**src/verilog/ccm_core_regs.vh**
```
// constants for the 12-bit-instruction execution core: status bits, opcodes,
// data-memory map, reset values and program-space masks.
// assumes inclusion by bare name from the core and alu files.
`ifndef CCM_CORE_REGS_VH
`define CCM_CORE_REGS_VH

// ==================================================================
// program space
`define CCM_PC_W 11
`define CCM_PC_MASK_SMALL 11'h1ff
`define CCM_PC_MASK_LARGE 11'h3ff
`define CCM_RESET_VECTOR 11'h000
`define CCM_PAGE_BIT 5
`define CCM_NOP_WORD 12'h000

// ==================================================================
// data memory map, 5-bit direct addresses
`define CCM_A_INDIRECT 5'h00
`define CCM_A_TIMER 5'h01
`define CCM_A_CNT_LOW 5'h02
`define CCM_A_STATUS 5'h03
`define CCM_A_POINTER 5'h04
`define CCM_A_CALIB 5'h05
`define CCM_A_GPIO 5'h06
`define CCM_A_GPR_LO 5'h07
`define CCM_A_BANKED 5'h10
`define CCM_GPR_SHARED 9
`define CCM_GPR_DEPTH 41
`define CCM_BANK_BIT 5
`define CCM_PTR_FILL_SMALL 8'he0
`define CCM_PTR_FILL_LARGE 8'hc0

// ==================================================================
// status bit positions
`define CCM_ST_WAKE 7
`define CCM_ST_TIMEOUT 4
`define CCM_ST_POWER 3
`define CCM_ST_ZERO 2
`define CCM_ST_NIBBLE 1
`define CCM_ST_CARRY 0

// ==================================================================
// reset values
`define CCM_RST_STATUS 8'h18
`define CCM_RST_POINTER 8'he0
`define CCM_RST_CALIB 8'h80
`define CCM_RST_OPTION 8'hff
`define CCM_RST_DIR 6'h3f
`define CCM_RST_BYTE 8'h00

// ==================================================================
// alu operations
`define CCM_OP_PASS 4'h0
`define CCM_OP_ADD 4'h1
`define CCM_OP_SUB 4'h2
`define CCM_OP_AND 4'h3
`define CCM_OP_IOR 4'h4
`define CCM_OP_XOR 4'h5
`define CCM_OP_COM 4'h6
`define CCM_OP_INC 4'h7
`define CCM_OP_DEC 4'h8
`define CCM_OP_RR 4'h9
`define CCM_OP_RL 4'ha
`define CCM_OP_SWAP 4'hb
`define CCM_OP_CLR 4'hc
`define CCM_OP_BCLR 4'hd
`define CCM_OP_BSET 4'he

// ==================================================================
// misc instruction words (bits 4:0 with bit 5 clear, group 0)
`define CCM_MISC_OPTION 5'h02
`define CCM_MISC_DIR 5'h06

`endif

```
**src/verilog/ccm_alu.v**
```verilog
// 8-bit two's complement alu with carry and nibble carry outputs.
// assumes the caller decides which flags to keep for each operation.
`timescale 1ns/1ps
`include "ccm_core_regs.vh"

module ccm_alu (
  input wire [7:0] opnd_in,  // file register or literal
  input wire [7:0] w_in,     // operand latch
  input wire [3:0] op_in,    // operation code
  input wire carry_in,       // current carry flag, used by rotates
  input wire [2:0] bit_in,   // bit index for set/clear
  output reg [7:0] res_out,  // result
  output reg carry_out,      // carry, or not-borrow on subtract
  output reg dcarry_out,     // nibble carry, or not-borrow on subtract
  output wire zero_out       // result is zero
);

  reg [8:0] sum9;
  reg [4:0] lo5;
  reg [7:0] onehot;

  // ==================================================================
  // combinational datapath
  always @* begin
    sum9 = 9'h000;
    lo5 = 5'h00;
    onehot = 8'h01 << bit_in;
    res_out = opnd_in;
    carry_out = carry_in;
    dcarry_out = 1'b0;
    case (op_in)
      `CCM_OP_ADD: begin
        sum9 = {1'b0, opnd_in} + {1'b0, w_in};
        lo5 = {1'b0, opnd_in[3:0]} + {1'b0, w_in[3:0]};
        res_out = sum9[7:0];
        carry_out = sum9[8];
        dcarry_out = lo5[4];
      end
      // subtract as f + ~w + 1: outputs are inverted borrows
      `CCM_OP_SUB: begin
        sum9 = {1'b0, opnd_in} + {1'b0, ~w_in} + 9'h001;
        lo5 = {1'b0, opnd_in[3:0]} + {1'b0, ~w_in[3:0]} + 5'h01;
        res_out = sum9[7:0];
        carry_out = sum9[8];
        dcarry_out = lo5[4];
      end
      `CCM_OP_AND: res_out = opnd_in & w_in;
      `CCM_OP_IOR: res_out = opnd_in | w_in;
      `CCM_OP_XOR: res_out = opnd_in ^ w_in;
      `CCM_OP_COM: res_out = ~opnd_in;
      `CCM_OP_INC: res_out = opnd_in + 8'h01;
      `CCM_OP_DEC: res_out = opnd_in - 8'h01;
      // rotates pass through carry, nine bits in the ring
      `CCM_OP_RR: begin
        res_out = {carry_in, opnd_in[7:1]};
        carry_out = opnd_in[0];
      end
      `CCM_OP_RL: begin
        res_out = {opnd_in[6:0], carry_in};
        carry_out = opnd_in[7];
      end
      `CCM_OP_SWAP: res_out = {opnd_in[3:0], opnd_in[7:4]};
      `CCM_OP_CLR: res_out = 8'h00;
      `CCM_OP_BCLR: res_out = opnd_in & ~onehot;
      `CCM_OP_BSET: res_out = opnd_in | onehot;
      default: res_out = opnd_in;
    endcase
  end

  assign zero_out = (res_out == 8'h00);

endmodule // ccm_alu

```
**src/verilog/ccm_core.v**
```verilog
// execution core: four-phase sequencer, fetch/execute pipeline, program
// counter with paging and wrap, data register file with banking.
// assumes asynchronous-read program memory on pmem_addr_out/pmem_data_in.
`timescale 1ns/1ps
`include "ccm_core_regs.vh"

// Notes on behaviour
// - clock divided into four one-hot phases
// - counter advances phase one, word captured four
// - fetch overlaps execute, one instruction per cycle
// - counter-changing instructions take two cycles
// - operand read phase two, result written four
// - 8-bit alu: add, subtract, shift, logic
// - operands: latch with file register or literal
// - operand latch has no data address
// - alu updates carry, nibble and zero flags
// - subtract flags mean inverted borrows
// - 12-bit instruction bus, separate from data
// - counter wraps within implemented program size
// - execution starts at address zero
// - one status bit selects program page
// - small file: 7 special, 25 general
// - large file adds 16 banked general registers
// - all specials mapped, direct or indirect reachable
// - status destination: flag bits follow alu
// - jump: word gives 8:0, page bit 9
// - call or low-byte write: bit 8 zero
module ccm_core #(
  parameter LARGE_MAP = 1  // 1: 1K program and banked file, 0: 512 words
) (
  input wire clk_in,                        // 50 MHz core clock
  input wire nrst_in,                       // async reset, active low
  output reg [`CCM_PC_W-1:0] pmem_addr_out, // program memory address
  input wire [11:0] pmem_data_in,           // program word
  input wire [5:0] gpio_in,                 // port pin levels
  output reg [5:0] gpio_out,                // port output latch
  output reg [5:0] gpio_oe_out,             // port drive enables, high drives
  output reg [7:0] option_out,              // option register contents
  output reg [3:0] phase_out,               // one-hot phase, bit0 phase one
  output reg [7:0] acc_out,                 // operand latch copy
  output reg [7:0] status_out               // status register copy
);

  // ==================================================================
  // state and declarations
  localparam PH1 = 4'b0001;
  localparam PH2 = 4'b0010;
  localparam PH3 = 4'b0100;
  localparam PH4 = 4'b1000;
  localparam [`CCM_PC_W-1:0] PC_MASK =
    (LARGE_MAP != 0) ? `CCM_PC_MASK_LARGE : `CCM_PC_MASK_SMALL;
  localparam [7:0] PTR_FILL =
    (LARGE_MAP != 0) ? `CCM_PTR_FILL_LARGE : `CCM_PTR_FILL_SMALL;

  reg [`CCM_PC_W-1:0] pc_r;
  reg [11:0] ir_r;
  reg [7:0] w_r;
  reg [7:0] opnd_r;
  reg [7:0] timer_r;
  reg [7:0] status_r;
  reg [7:0] ptr_r;
  reg [7:0] calib_r;
  reg [`CCM_PC_W-1:0] stk0_r;
  reg [`CCM_PC_W-1:0] stk1_r;
  reg [7:0] gpr_r [0:`CCM_GPR_DEPTH-1];
  reg [5:0] pin_s1_r;
  reg [5:0] pin_s2_r;
  reg [5:0] pin_s3_r;
  reg [5:0] pin_r;
  integer i;
  integer j;
  reg [7:0] status_next;

  // ==================================================================
  // register file index: shared block, bank 0 window, bank 1 window
  function [5:0] gpr_index;
    input bank;
    input [4:0] a;
    begin
      if (a < `CCM_A_BANKED)
        gpr_index = {1'b0, a - `CCM_A_GPR_LO};
      else if (bank && (LARGE_MAP != 0))
        gpr_index = {1'b0, a} - 6'h10 + 6'd`CCM_GPR_SHARED + 6'h10;
      else
        gpr_index = {1'b0, a} - 6'h10 + 6'd`CCM_GPR_SHARED;
    end
  endfunction

  // ==================================================================
  // effective address: indirect through pointer, bank from pointer
  wire ind_sel = (ir_r[4:0] == `CCM_A_INDIRECT);
  wire [4:0] ea = ind_sel ? ptr_r[4:0] : ir_r[4:0];
  wire ea_bank = ptr_r[`CCM_BANK_BIT] & (LARGE_MAP != 0);
  wire [5:0] ea_idx = gpr_index(ea_bank, ea);

  // data read mux; the operand latch has no address here
  reg [7:0] rd_data;
  always @* begin
    if (ea == `CCM_A_INDIRECT)
      rd_data = 8'h00;
    else if (ea == `CCM_A_TIMER)
      rd_data = timer_r;
    else if (ea == `CCM_A_CNT_LOW)
      rd_data = pmem_addr_out[7:0];
    else if (ea == `CCM_A_STATUS)
      rd_data = status_r;
    else if (ea == `CCM_A_POINTER)
      rd_data = ptr_r | PTR_FILL;
    else if (ea == `CCM_A_CALIB)
      rd_data = calib_r;
    else if (ea == `CCM_A_GPIO)
      rd_data = {2'b00, pin_r};
    else
      rd_data = gpr_r[ea_idx];
  end

  // ==================================================================
  // instruction decode from the captured word
  reg [3:0] alu_op;
  reg use_lit, wr_f, wr_w, aff_z, aff_cdc, aff_c;
  reg do_jump, do_call, do_ret, skip_z, skip_clr, skip_set, do_option, do_dir;

  always @* begin
    alu_op = `CCM_OP_PASS;
    use_lit = 1'b0;
    wr_f = 1'b0;
    wr_w = 1'b0;
    aff_z = 1'b0;
    aff_cdc = 1'b0;
    aff_c = 1'b0;
    do_jump = 1'b0;
    do_call = 1'b0;
    do_ret = 1'b0;
    skip_z = 1'b0;
    skip_clr = 1'b0;
    skip_set = 1'b0;
    do_option = 1'b0;
    do_dir = 1'b0;
    if (ir_r[11:10] == 2'b00) begin
      // byte-oriented file operations, bit 5 selects file destination
      wr_f = ir_r[5];
      wr_w = ~ir_r[5];
      case (ir_r[9:6])
        4'h0: begin
          wr_w = 1'b0;
          if (!ir_r[5]) begin
            do_option = (ir_r[4:0] == `CCM_MISC_OPTION);
            do_dir = (ir_r[4:0] == `CCM_MISC_DIR);
          end else begin
            alu_op = `CCM_OP_PASS;
            use_lit = 1'b1;
          end
        end
        4'h1: begin alu_op = `CCM_OP_CLR; aff_z = 1'b1; end
        4'h2: begin alu_op = `CCM_OP_SUB; aff_z = 1'b1; aff_cdc = 1'b1; end
        4'h3: begin alu_op = `CCM_OP_DEC; aff_z = 1'b1; end
        4'h4: begin alu_op = `CCM_OP_IOR; aff_z = 1'b1; end
        4'h5: begin alu_op = `CCM_OP_AND; aff_z = 1'b1; end
        4'h6: begin alu_op = `CCM_OP_XOR; aff_z = 1'b1; end
        4'h7: begin alu_op = `CCM_OP_ADD; aff_z = 1'b1; aff_cdc = 1'b1; end
        4'h8: begin alu_op = `CCM_OP_PASS; aff_z = 1'b1; end
        4'h9: begin alu_op = `CCM_OP_COM; aff_z = 1'b1; end
        4'ha: begin alu_op = `CCM_OP_INC; aff_z = 1'b1; end
        4'hb: begin alu_op = `CCM_OP_DEC; skip_z = 1'b1; end
        4'hc: begin alu_op = `CCM_OP_RR; aff_c = 1'b1; end
        4'hd: begin alu_op = `CCM_OP_RL; aff_c = 1'b1; end
        4'he: alu_op = `CCM_OP_SWAP;
        default: begin alu_op = `CCM_OP_INC; skip_z = 1'b1; end
      endcase
    end else if (ir_r[11:10] == 2'b01) begin
      // bit operations and bit tests
      case (ir_r[9:8])
        2'b00: begin alu_op = `CCM_OP_BCLR; wr_f = 1'b1; end
        2'b01: begin alu_op = `CCM_OP_BSET; wr_f = 1'b1; end
        2'b10: skip_clr = 1'b1;
        default: skip_set = 1'b1;
      endcase
    end else begin
      // literal and branch group
      use_lit = 1'b1;
      case (ir_r[10:8])
        3'b000: begin do_ret = 1'b1; wr_w = 1'b1; end
        3'b001: do_call = 1'b1;
        3'b010: do_jump = 1'b1;
        3'b011: do_jump = 1'b1;
        3'b100: wr_w = 1'b1;
        3'b101: begin alu_op = `CCM_OP_IOR; wr_w = 1'b1; aff_z = 1'b1; end
        3'b110: begin alu_op = `CCM_OP_AND; wr_w = 1'b1; aff_z = 1'b1; end
        default: begin alu_op = `CCM_OP_XOR; wr_w = 1'b1; aff_z = 1'b1; end
      endcase
    end
  end

  // ==================================================================
  // alu: latch against file operand or literal
  wire [7:0] alu_a = (use_lit && !(ir_r[11:10] == 2'b00)) ? ir_r[7:0] :
                     (use_lit ? w_r : opnd_r);
  wire [7:0] alu_res;
  wire alu_c;
  wire alu_dc;
  wire alu_z;

  ccm_alu u_alu (
    .opnd_in(alu_a),
    .w_in(w_r),
    .op_in(alu_op),
    .carry_in(status_r[`CCM_ST_CARRY]),
    .bit_in(ir_r[7:5]),
    .res_out(alu_res),
    .carry_out(alu_c),
    .dcarry_out(alu_dc),
    .zero_out(alu_z)
  );

  // ==================================================================
  // branch and flush decisions, valid during phase four
  wire tst_bit = opnd_r[ir_r[7:5]];
  wire pcl_wr = wr_f && (ea == `CCM_A_CNT_LOW);
  wire skip = (skip_z && alu_z) || (skip_clr && !tst_bit) || (skip_set && tst_bit);
  wire page = status_r[`CCM_PAGE_BIT];
  // jump: word gives 8:0, page bit gives 9
  wire [`CCM_PC_W-1:0] jump_tgt = {1'b0, page, ir_r[8:0]} & PC_MASK;
  // call or low-byte write: bit 8 forced clear
  wire [`CCM_PC_W-1:0] call_tgt = {1'b0, page, 1'b0, (do_call ? ir_r[7:0] : alu_res)}
                                  & PC_MASK;
  wire redirect = do_jump || do_call || do_ret || pcl_wr;
  wire flush = redirect || skip;

  // ==================================================================
  // phase sequencer, four one-hot quarters per cycle
  always @(posedge clk_in or negedge nrst_in) begin
    if (!nrst_in) begin
      phase_out <= PH1;
    end else begin
      // the output flop is the state itself, so no copy can drift from it
      case (phase_out)
        PH1: phase_out <= PH2;
        PH2: phase_out <= PH3;
        PH3: phase_out <= PH4;
        default: phase_out <= PH1;
      endcase
    end
  end

  // ==================================================================
  // fetch path: counter steps in phase one, word taken in phase four
  always @(posedge clk_in or negedge nrst_in) begin
    if (!nrst_in) begin
      pc_r <= `CCM_RESET_VECTOR;
      pmem_addr_out <= `CCM_RESET_VECTOR;
      ir_r <= `CCM_NOP_WORD;
      stk0_r <= `CCM_RESET_VECTOR;
      stk1_r <= `CCM_RESET_VECTOR;
    end else if (phase_out == PH1) begin
      pmem_addr_out <= pc_r;
      pc_r <= (pc_r + 1'b1) & PC_MASK;
    end else if (phase_out == PH4) begin
      // 12-bit word arrives whole on its own bus
      ir_r <= flush ? `CCM_NOP_WORD : pmem_data_in;
      if (do_call) begin
        stk1_r <= stk0_r;
        stk0_r <= pmem_addr_out;
      end else if (do_ret) begin
        stk0_r <= stk1_r;
      end
      if (do_jump)
        pc_r <= jump_tgt;
      else if (do_call || pcl_wr)
        pc_r <= call_tgt;
      else if (do_ret)
        pc_r <= stk0_r & PC_MASK;
    end
  end

  // ==================================================================
  // pin synchroniser: a change counts once stages two and three agree
  always @(posedge clk_in or negedge nrst_in) begin
    if (!nrst_in) begin
      pin_s1_r <= 6'h00;
      pin_s2_r <= 6'h00;
      pin_s3_r <= 6'h00;
      pin_r <= 6'h00;
    end else begin
      pin_s1_r <= gpio_in;
      pin_s2_r <= pin_s1_r;
      pin_s3_r <= pin_s2_r;
      for (i = 0; i < 6; i = i + 1)
        if (pin_s2_r[i] == pin_s3_r[i])
          pin_r[i] <= pin_s3_r[i];
    end
  end

  // ==================================================================
  // execute: operand in phase two, results and flags in phase four
  always @(posedge clk_in or negedge nrst_in) begin
    if (!nrst_in) begin
      opnd_r <= `CCM_RST_BYTE;
      w_r <= `CCM_RST_BYTE;
      acc_out <= `CCM_RST_BYTE;
      timer_r <= `CCM_RST_BYTE;
      status_r <= `CCM_RST_STATUS;
      status_out <= `CCM_RST_STATUS;
      ptr_r <= `CCM_RST_POINTER;
      calib_r <= `CCM_RST_CALIB;
      option_out <= `CCM_RST_OPTION;
      gpio_oe_out <= ~`CCM_RST_DIR; // all pins start as inputs
      gpio_out <= 6'h00;
      for (j = 0; j < `CCM_GPR_DEPTH; j = j + 1)
        gpr_r[j] <= `CCM_RST_BYTE;
    end else if (phase_out == PH2) begin
      opnd_r <= rd_data;
    end else if (phase_out == PH4) begin
      if (wr_w) begin
        w_r <= alu_res;
        acc_out <= alu_res;
      end
      if (do_option)
        option_out <= w_r;
      // a set direction bit means input, so the enable is its inverse
      if (do_dir)
        gpio_oe_out <= ~w_r[5:0];
      // destination write into the mapped file
      if (wr_f) begin
        if (ea == `CCM_A_TIMER)
          timer_r <= alu_res;
        else if (ea == `CCM_A_POINTER)
          ptr_r <= alu_res;
        else if (ea == `CCM_A_CALIB)
          calib_r <= alu_res;
        else if (ea == `CCM_A_GPIO)
          gpio_out <= alu_res[5:0];
        else if (ea >= `CCM_A_GPR_LO)
          gpr_r[ea_idx] <= alu_res;
      end
      // status: plain bits from a write, flag bits from the alu
      status_r <= status_next;
      status_out <= status_next;
    end
  end

  // status next value; timeout and power bits are read-only
  always @* begin
    status_next = status_r;
    if (wr_f && (ea == `CCM_A_STATUS)) begin
      status_next[`CCM_ST_WAKE] = alu_res[`CCM_ST_WAKE];
      status_next[`CCM_PAGE_BIT] = alu_res[`CCM_PAGE_BIT];
      // any flag-updating instruction loses its write to all three flags
      if (!(aff_z || aff_cdc || aff_c)) begin
        status_next[`CCM_ST_ZERO] = alu_res[`CCM_ST_ZERO];
        status_next[`CCM_ST_NIBBLE] = alu_res[`CCM_ST_NIBBLE];
        status_next[`CCM_ST_CARRY] = alu_res[`CCM_ST_CARRY];
      end
    end
    if (aff_z)
      status_next[`CCM_ST_ZERO] = alu_z;
    if (aff_cdc) begin
      status_next[`CCM_ST_NIBBLE] = alu_dc;
      status_next[`CCM_ST_CARRY] = alu_c;
    end
    if (aff_c)
      status_next[`CCM_ST_CARRY] = alu_c;
  end

endmodule // ccm_core

```
**config.mk**
```make
export PLATFORM = sky130hd
export DESIGN_NAME = ccm_core
export DESIGN_NICKNAME = d
export VERILOG_FILES = /design/src/verilog/ccm_alu.v /design/src/verilog/ccm_core.v
export VERILOG_INCLUDE_DIRS = /design/src /design/src/verilog
export SDC_FILE = /design/constraint.sdc
export NUM_CORES = 1
export LEC_CHECK = 0
export ABC_AREA = 1
export BUFFER_PORTS_ARGS = -buffer_cell sky130_fd_sc_hd__buf_2
export CAP_MARGIN = 20
export CORE_ASPECT_RATIO = 1.25
export CORE_MARGIN = 4
export CORE_UTILIZATION = 55
export CTS_BUF_LIST = sky130_fd_sc_hd__clkbuf_2 sky130_fd_sc_hd__clkbuf_4 sky130_fd_sc_hd__clkbuf_8
export DETAILED_ROUTE_END_ITERATION = 8
export PLACE_DENSITY = 0.72
export RECOVER_POWER = 50
export SETUP_SLACK_MARGIN = 0.1
export SYNTH_ARGS = -nofsm -noshare
export SYNTH_HDL_FRONTEND = slang
export SYNTH_HIERARCHICAL = 1
export SYNTH_SLANG_ARGS = --single-unit
export TNS_END_PERCENT = 30
```
**constraint.sdc**
```tcl
create_clock -name clk_in -period 5.75 [get_ports clk_in]
set_clock_uncertainty 0.15 [all_clocks]
set_input_delay 0.8625 -clock clk_in [delete_from_list [all_inputs] [get_ports clk_in]]
set_output_delay 0.8625 -clock clk_in [all_outputs]
set_load 0.005 [all_outputs]
```
==> results.md <==
- In this run the critical register-to-register path is captured at ir_r[5]$_DFFE_PN0P_.
- After clock tree synthesis, the repair step resized 0 gates.
- The count of final hold-check violations is 0.
- Yosys printed 6 warnings.
- In this run the critical register-to-register path is launched from ir_r[5]$_DFFE_PN0P_.
- The number of H-tree levels is 3.
- The largest individual stage delay along the critical path comes from the cell sky130_fd_sc_hd__dfrtp_2.
- The number of nets still failing antenna checks after routing is 0.
- The post-placement cell count is 3735.
- For this block, the via count after detailed routing is 22300.
- Counting every instance in the synthesized netlist gives between 3000 and 4000.
- The number of cells traversed by the worst register-to-register path is 31.
- Sorting the synthesized cells by area gives the leading types as sky130_fd_sc_hd__dfrtp_1 45%, sky130_fd_sc_hd__nand2_1 15%, sky130_fd_sc_hd__o21ai_0 4.5%.
- The wire-length estimate of the detail-placed layout is 50600 µm.
- Summed over all cells, the static leakage comes to 13.8 nW.
- The number of port buffers is 66.
- Dividing the detail-routed wire length by the instance count gives approximately 20 µm.
- The non-filler instance count after layout is about 3900.
- The worst-case hold slack is about 0.15 ns.
- The longest clock path from root to sink contains 3 buffers.
- The count of TritonRoute iterations in the first routing pass is 5.
- The total setup buffers inserted after CTS is 0.
- The site row count is 88.
- The area growth from synthesis to layout is 7.52%.
- The critical path capture point type is a register.
- Summing all flip-flop and latch instances after layout gives about 12000 µm².
- The top-level I/O count is 71.
- After synthesis, the share of flip-flops with an asynchronous set or reset is 1.00.
- Routability-driven placement finished with a final weighted congestion of between 0.9 and 1.
- Setup repair after global routing left no endpoint under its margin.
- In this run, the number of DRC markers left after iteration 0 of detailed routing was 2329.
- Of the total synthesized cell area, the portion taken by XOR and XNOR cells is 0.00309.
- Across the run, the number of max-cap violations was 3.
- The average instance in the mapped netlist occupies 7.95 µm².
- The largest net degree at the start of global routing is between 100 and 150.
- The cell area power density is ~480 nW/µm².
- For this configuration, the core starts out at a cell density of 0.555.
- The die covers 50000 µm².
- Across all setup checks in the final design, the least slack found is 0.587 ns.
- The number of antenna violations at the first check in global routing is 1.
- The synthesized-area fraction occupied by ao, oa, aoi and oai cells was 0.165.
- The worst setup path is of the reg -> reg kind.
- Data arrives at the worst endpoint at 5.54 ns.
- Based on the critical path, the design can be clocked at up to 194 MHz.
- The first global-routing pass estimated 120000 µm of wire.
- The fraction of layout cells with a size suffix above 1 is 0.153.
- In this run, post-CTS hold repair placed 0 buffers.
- The shortest period the worst path allows is 5.16 ns.
- The most frequent cell on the critical path is sky130_fd_sc_hd__nor2_1.
- Of the total synthesized cell area, the portion taken by full adders, half adders and majority gates is 0.0147.
- The largest total area in the synthesized netlist belongs to sky130_fd_sc_hd__dfrtp_1.
- The worst hold path belongs to the class in -> reg.
- The startpoint identified for the worst hold timing path is gpio_in[3].
- STA puts the critical path data required time at just over 6 ns.
- Of the available clock period, the critical path in the final layout requires 0.898.
- The share of synthesized area spent on multiplexers is 0.00627.
- The final wirelength is 76000 µm.
- The flow ran to the end, but the final reports show violations.
- Headroom to the max-slew limit came out at -1.18.
- The final global-route overflow total is 0.
- The post-synthesis simple-gate area fraction is 0.274.
- The final standard cell utilization of the core is 0.597.
- After detailed routing, the number of remaining DRC violations is 0.
- Summing all multi-input logic gate instances after layout gives between 10000 and 15000 µm².
- The total negative slack for setup checks is 0 ns.
- In the global route stage, overall resource usage came out at 0.301.
- From left edge to right edge, the die measures about 200 µm.
- The most critical setup path has its startpoint at ir_r[5]$_DFFE_PN0P_.
- Clock-pin slew was measured on the worst setup and hold paths at 0.06 ns.
- The distinct cell type count of the synthesized netlist is 59.
- Measured along the y axis, the die boundary spans 249 µm.
- The capture point of the worst path is ir_r[5]$_DFFE_PN0P_.
- The most common library cell in the layout ignoring fill and taps is sky130_fd_sc_hd__nand2_1.
- Across all register-to-register paths, the minimum setup slack is 0.59 ns.
- The TritonCTS clock tree is built.
- IR analysis of the VDD net gives a maximum drop of 0.426 mV.
- Summing every instance area after synthesis gives 25500 µm².
- For this run, the slowest stage of the critical path takes 0.51 ns.
- The final-report max-slew violation count is around 370.
- The synthesized design contains 0 enable-type register cells.
- Of the post-synthesis cell area, the dominant cell type holds 0.451.
- The floorplan step defined a core boundary enclosing 46000 µm².
- The cell sitting at the root of the clock tree is a sky130_fd_sc_hd__clkbuf_8.
- At the placement stage, the worst setup path has a slack of 0.359 ns.
- The register area share after synthesis is 0.462.
- The design draws 13.3 mW.
- After synthesis, the largest family of logic cells by area is simple AND/OR/NAND/NOR gates.
- The via count of the first global-routing pass was 21300.
- The filler cells instantiated in the layout total 4172.
- The synthesized design contains 471 register bits.
- The most used flip-flop cell after synthesis is sky130_fd_sc_hd__dfrtp_1.
- STA classifies the critical path startpoint as a register.
- For the pin with the worst max-slew slack, the measured transition is roughly 3.3 ns.
- At the later pin of the worst-skew pair, clock insertion delay measures ~0.67 ns.
- The top cell types in the final layout, fill and taps aside, are 1015 x sky130_fd_sc_hd__nand2_1, 459 x sky130_fd_sc_hd__dfrtp_1, 304 x sky130_fd_sc_hd__nor2_1.
- The via density per instance is just under 6.
- Buffers inserted during clock tree synthesis total 77.
- The area of all placed cells without fillers is 27500 µm².
- The number of nets at the end of the flow is 3274.
- Clock tree synthesis found a total of 471 sinks.
- Setup violations remaining at the end of the flow were counted as 0.
- The area after detailed placement is approximately 26000 µm².
- In this run the worst path has a maximum fanout of 13.
- The final reports fail on capacitance limit, slew limit.
[final cells by class]
class	count	area share
Clock inverter	11	0.00310
Inverter	215	0.0297
Multi-Input combinational cell	2353	0.432
Antenna cell	2	0.000182
Tap cell	585	0.0267
Clock buffer	120	0.0524
Sequential cell	471	0.430
Timing Repair Buffer	112	0.0261
[layer usage]
| layer | routed length [µm] | track usage | vias to the layer above |
|---|---|---|---|
| li1 | - | - | 10500 |
| met1 | 32900 | 0.422 | 10700 |
| met2 | 35000 | 0.473 | 845 |
| met3 | 5110 | 0.0504 | 177 |
| met4 | 2910 | 0.114 | 0 |
| met5 | 0 | 0 | - |
[critical path, delay by kind of cell (launching register included)]
| kind | cells | cell delay (ns) |
|---|---|---|
| AOI/OAI and AO/OA | 3 | 0.29 |
| DFF | 1 | 0.51 |
| buffers and inverters | 8 | 1.28 |
| and+or+nand+nor | 18 | 2.19 |
| adders and majority gates | 2 | 0.59 |
[cell usage after synthesis, types with 10 or more instances]
cell type and instances:
sky130_fd_sc_hd__nand2_1 1016, sky130_fd_sc_hd__dfrtp_1 460, sky130_fd_sc_hd__nor2_1 305, sky130_fd_sc_hd__o21ai_0 229
sky130_fd_sc_hd__o21ai_1 212, sky130_fd_sc_hd__inv_1 199, sky130_fd_sc_hd__o21ai_2 116, sky130_fd_sc_hd__nand3_1 93
sky130_fd_sc_hd__clkbuf_1 81, sky130_fd_sc_hd__a21oi_1 53, sky130_fd_sc_hd__nand2_4 45, sky130_fd_sc_hd__buf_6 44
sky130_fd_sc_hd__nand4_1 39, sky130_fd_sc_hd__buf_2 30, sky130_fd_sc_hd__o211ai_1 30, sky130_fd_sc_hd__ha_1 22
sky130_fd_sc_hd__nor3_1 17, sky130_fd_sc_hd__or2_2 17, sky130_fd_sc_hd__buf_4 15, sky130_fd_sc_hd__nand3b_1 15
sky130_fd_sc_hd__o22ai_1 15, sky130_fd_sc_hd__dfstp_2 11, sky130_fd_sc_hd__a22oi_1 10, sky130_fd_sc_hd__nor2_8 10
[sequential cells by signal, indices dropped and copies added (netlist names), 8 cells and up]
name / count
calib_r: 8
stk1_r: 10
timer_r: 8
stk0_r: 10
opnd_r: 8
pmem_addr_out: 10
w_r: 8
option_out: 8
gpr_r: 328
pc_r: 10
ir_r: 12
[how the worst min path moves through the flow]
stage / end / slack [ns] / depth (start not counted)
after floorplan: pin_s2_r[0]$_DFF_PN0_ / 0.18 / 0
after global placement: pin_s2_r[1]$_DFF_PN0_ / 0.19 / 0
after detailed placement: pin_s2_r[1]$_DFF_PN0_ / 0.19 / 0
after CTS: pin_s1_r[4]$_DFF_PN0_ / 0.11 / 1
after global routing: pin_s1_r[4]$_DFF_PN0_ / 0.12 / 1
final: pin_s1_r[3]$_DFF_PN0_ / 0.15 / 1
[cell families (layout without fill, tap and decap cells)]
group | Yosys count | after routing
DFF | 471 | 471
and+or+nand+nor | 1591 | 1591
other | 2 | 6
muxes | 15 | 15
buffers and inverters | 390 | 458
AOI/OAI and AO/OA | 704 | 704
adders and majority gates | 30 | 30
xor gates and xnor gates | 9 | 9
[power breakdown]
part / internal [mW] / switching [mW]
combinational: 1.48 / 4.63
sequential: 3.79 / 0.447
clock: 1.59 / 1.33
total: 6.86 / 6.41
(Power assumes the default switching activity.)
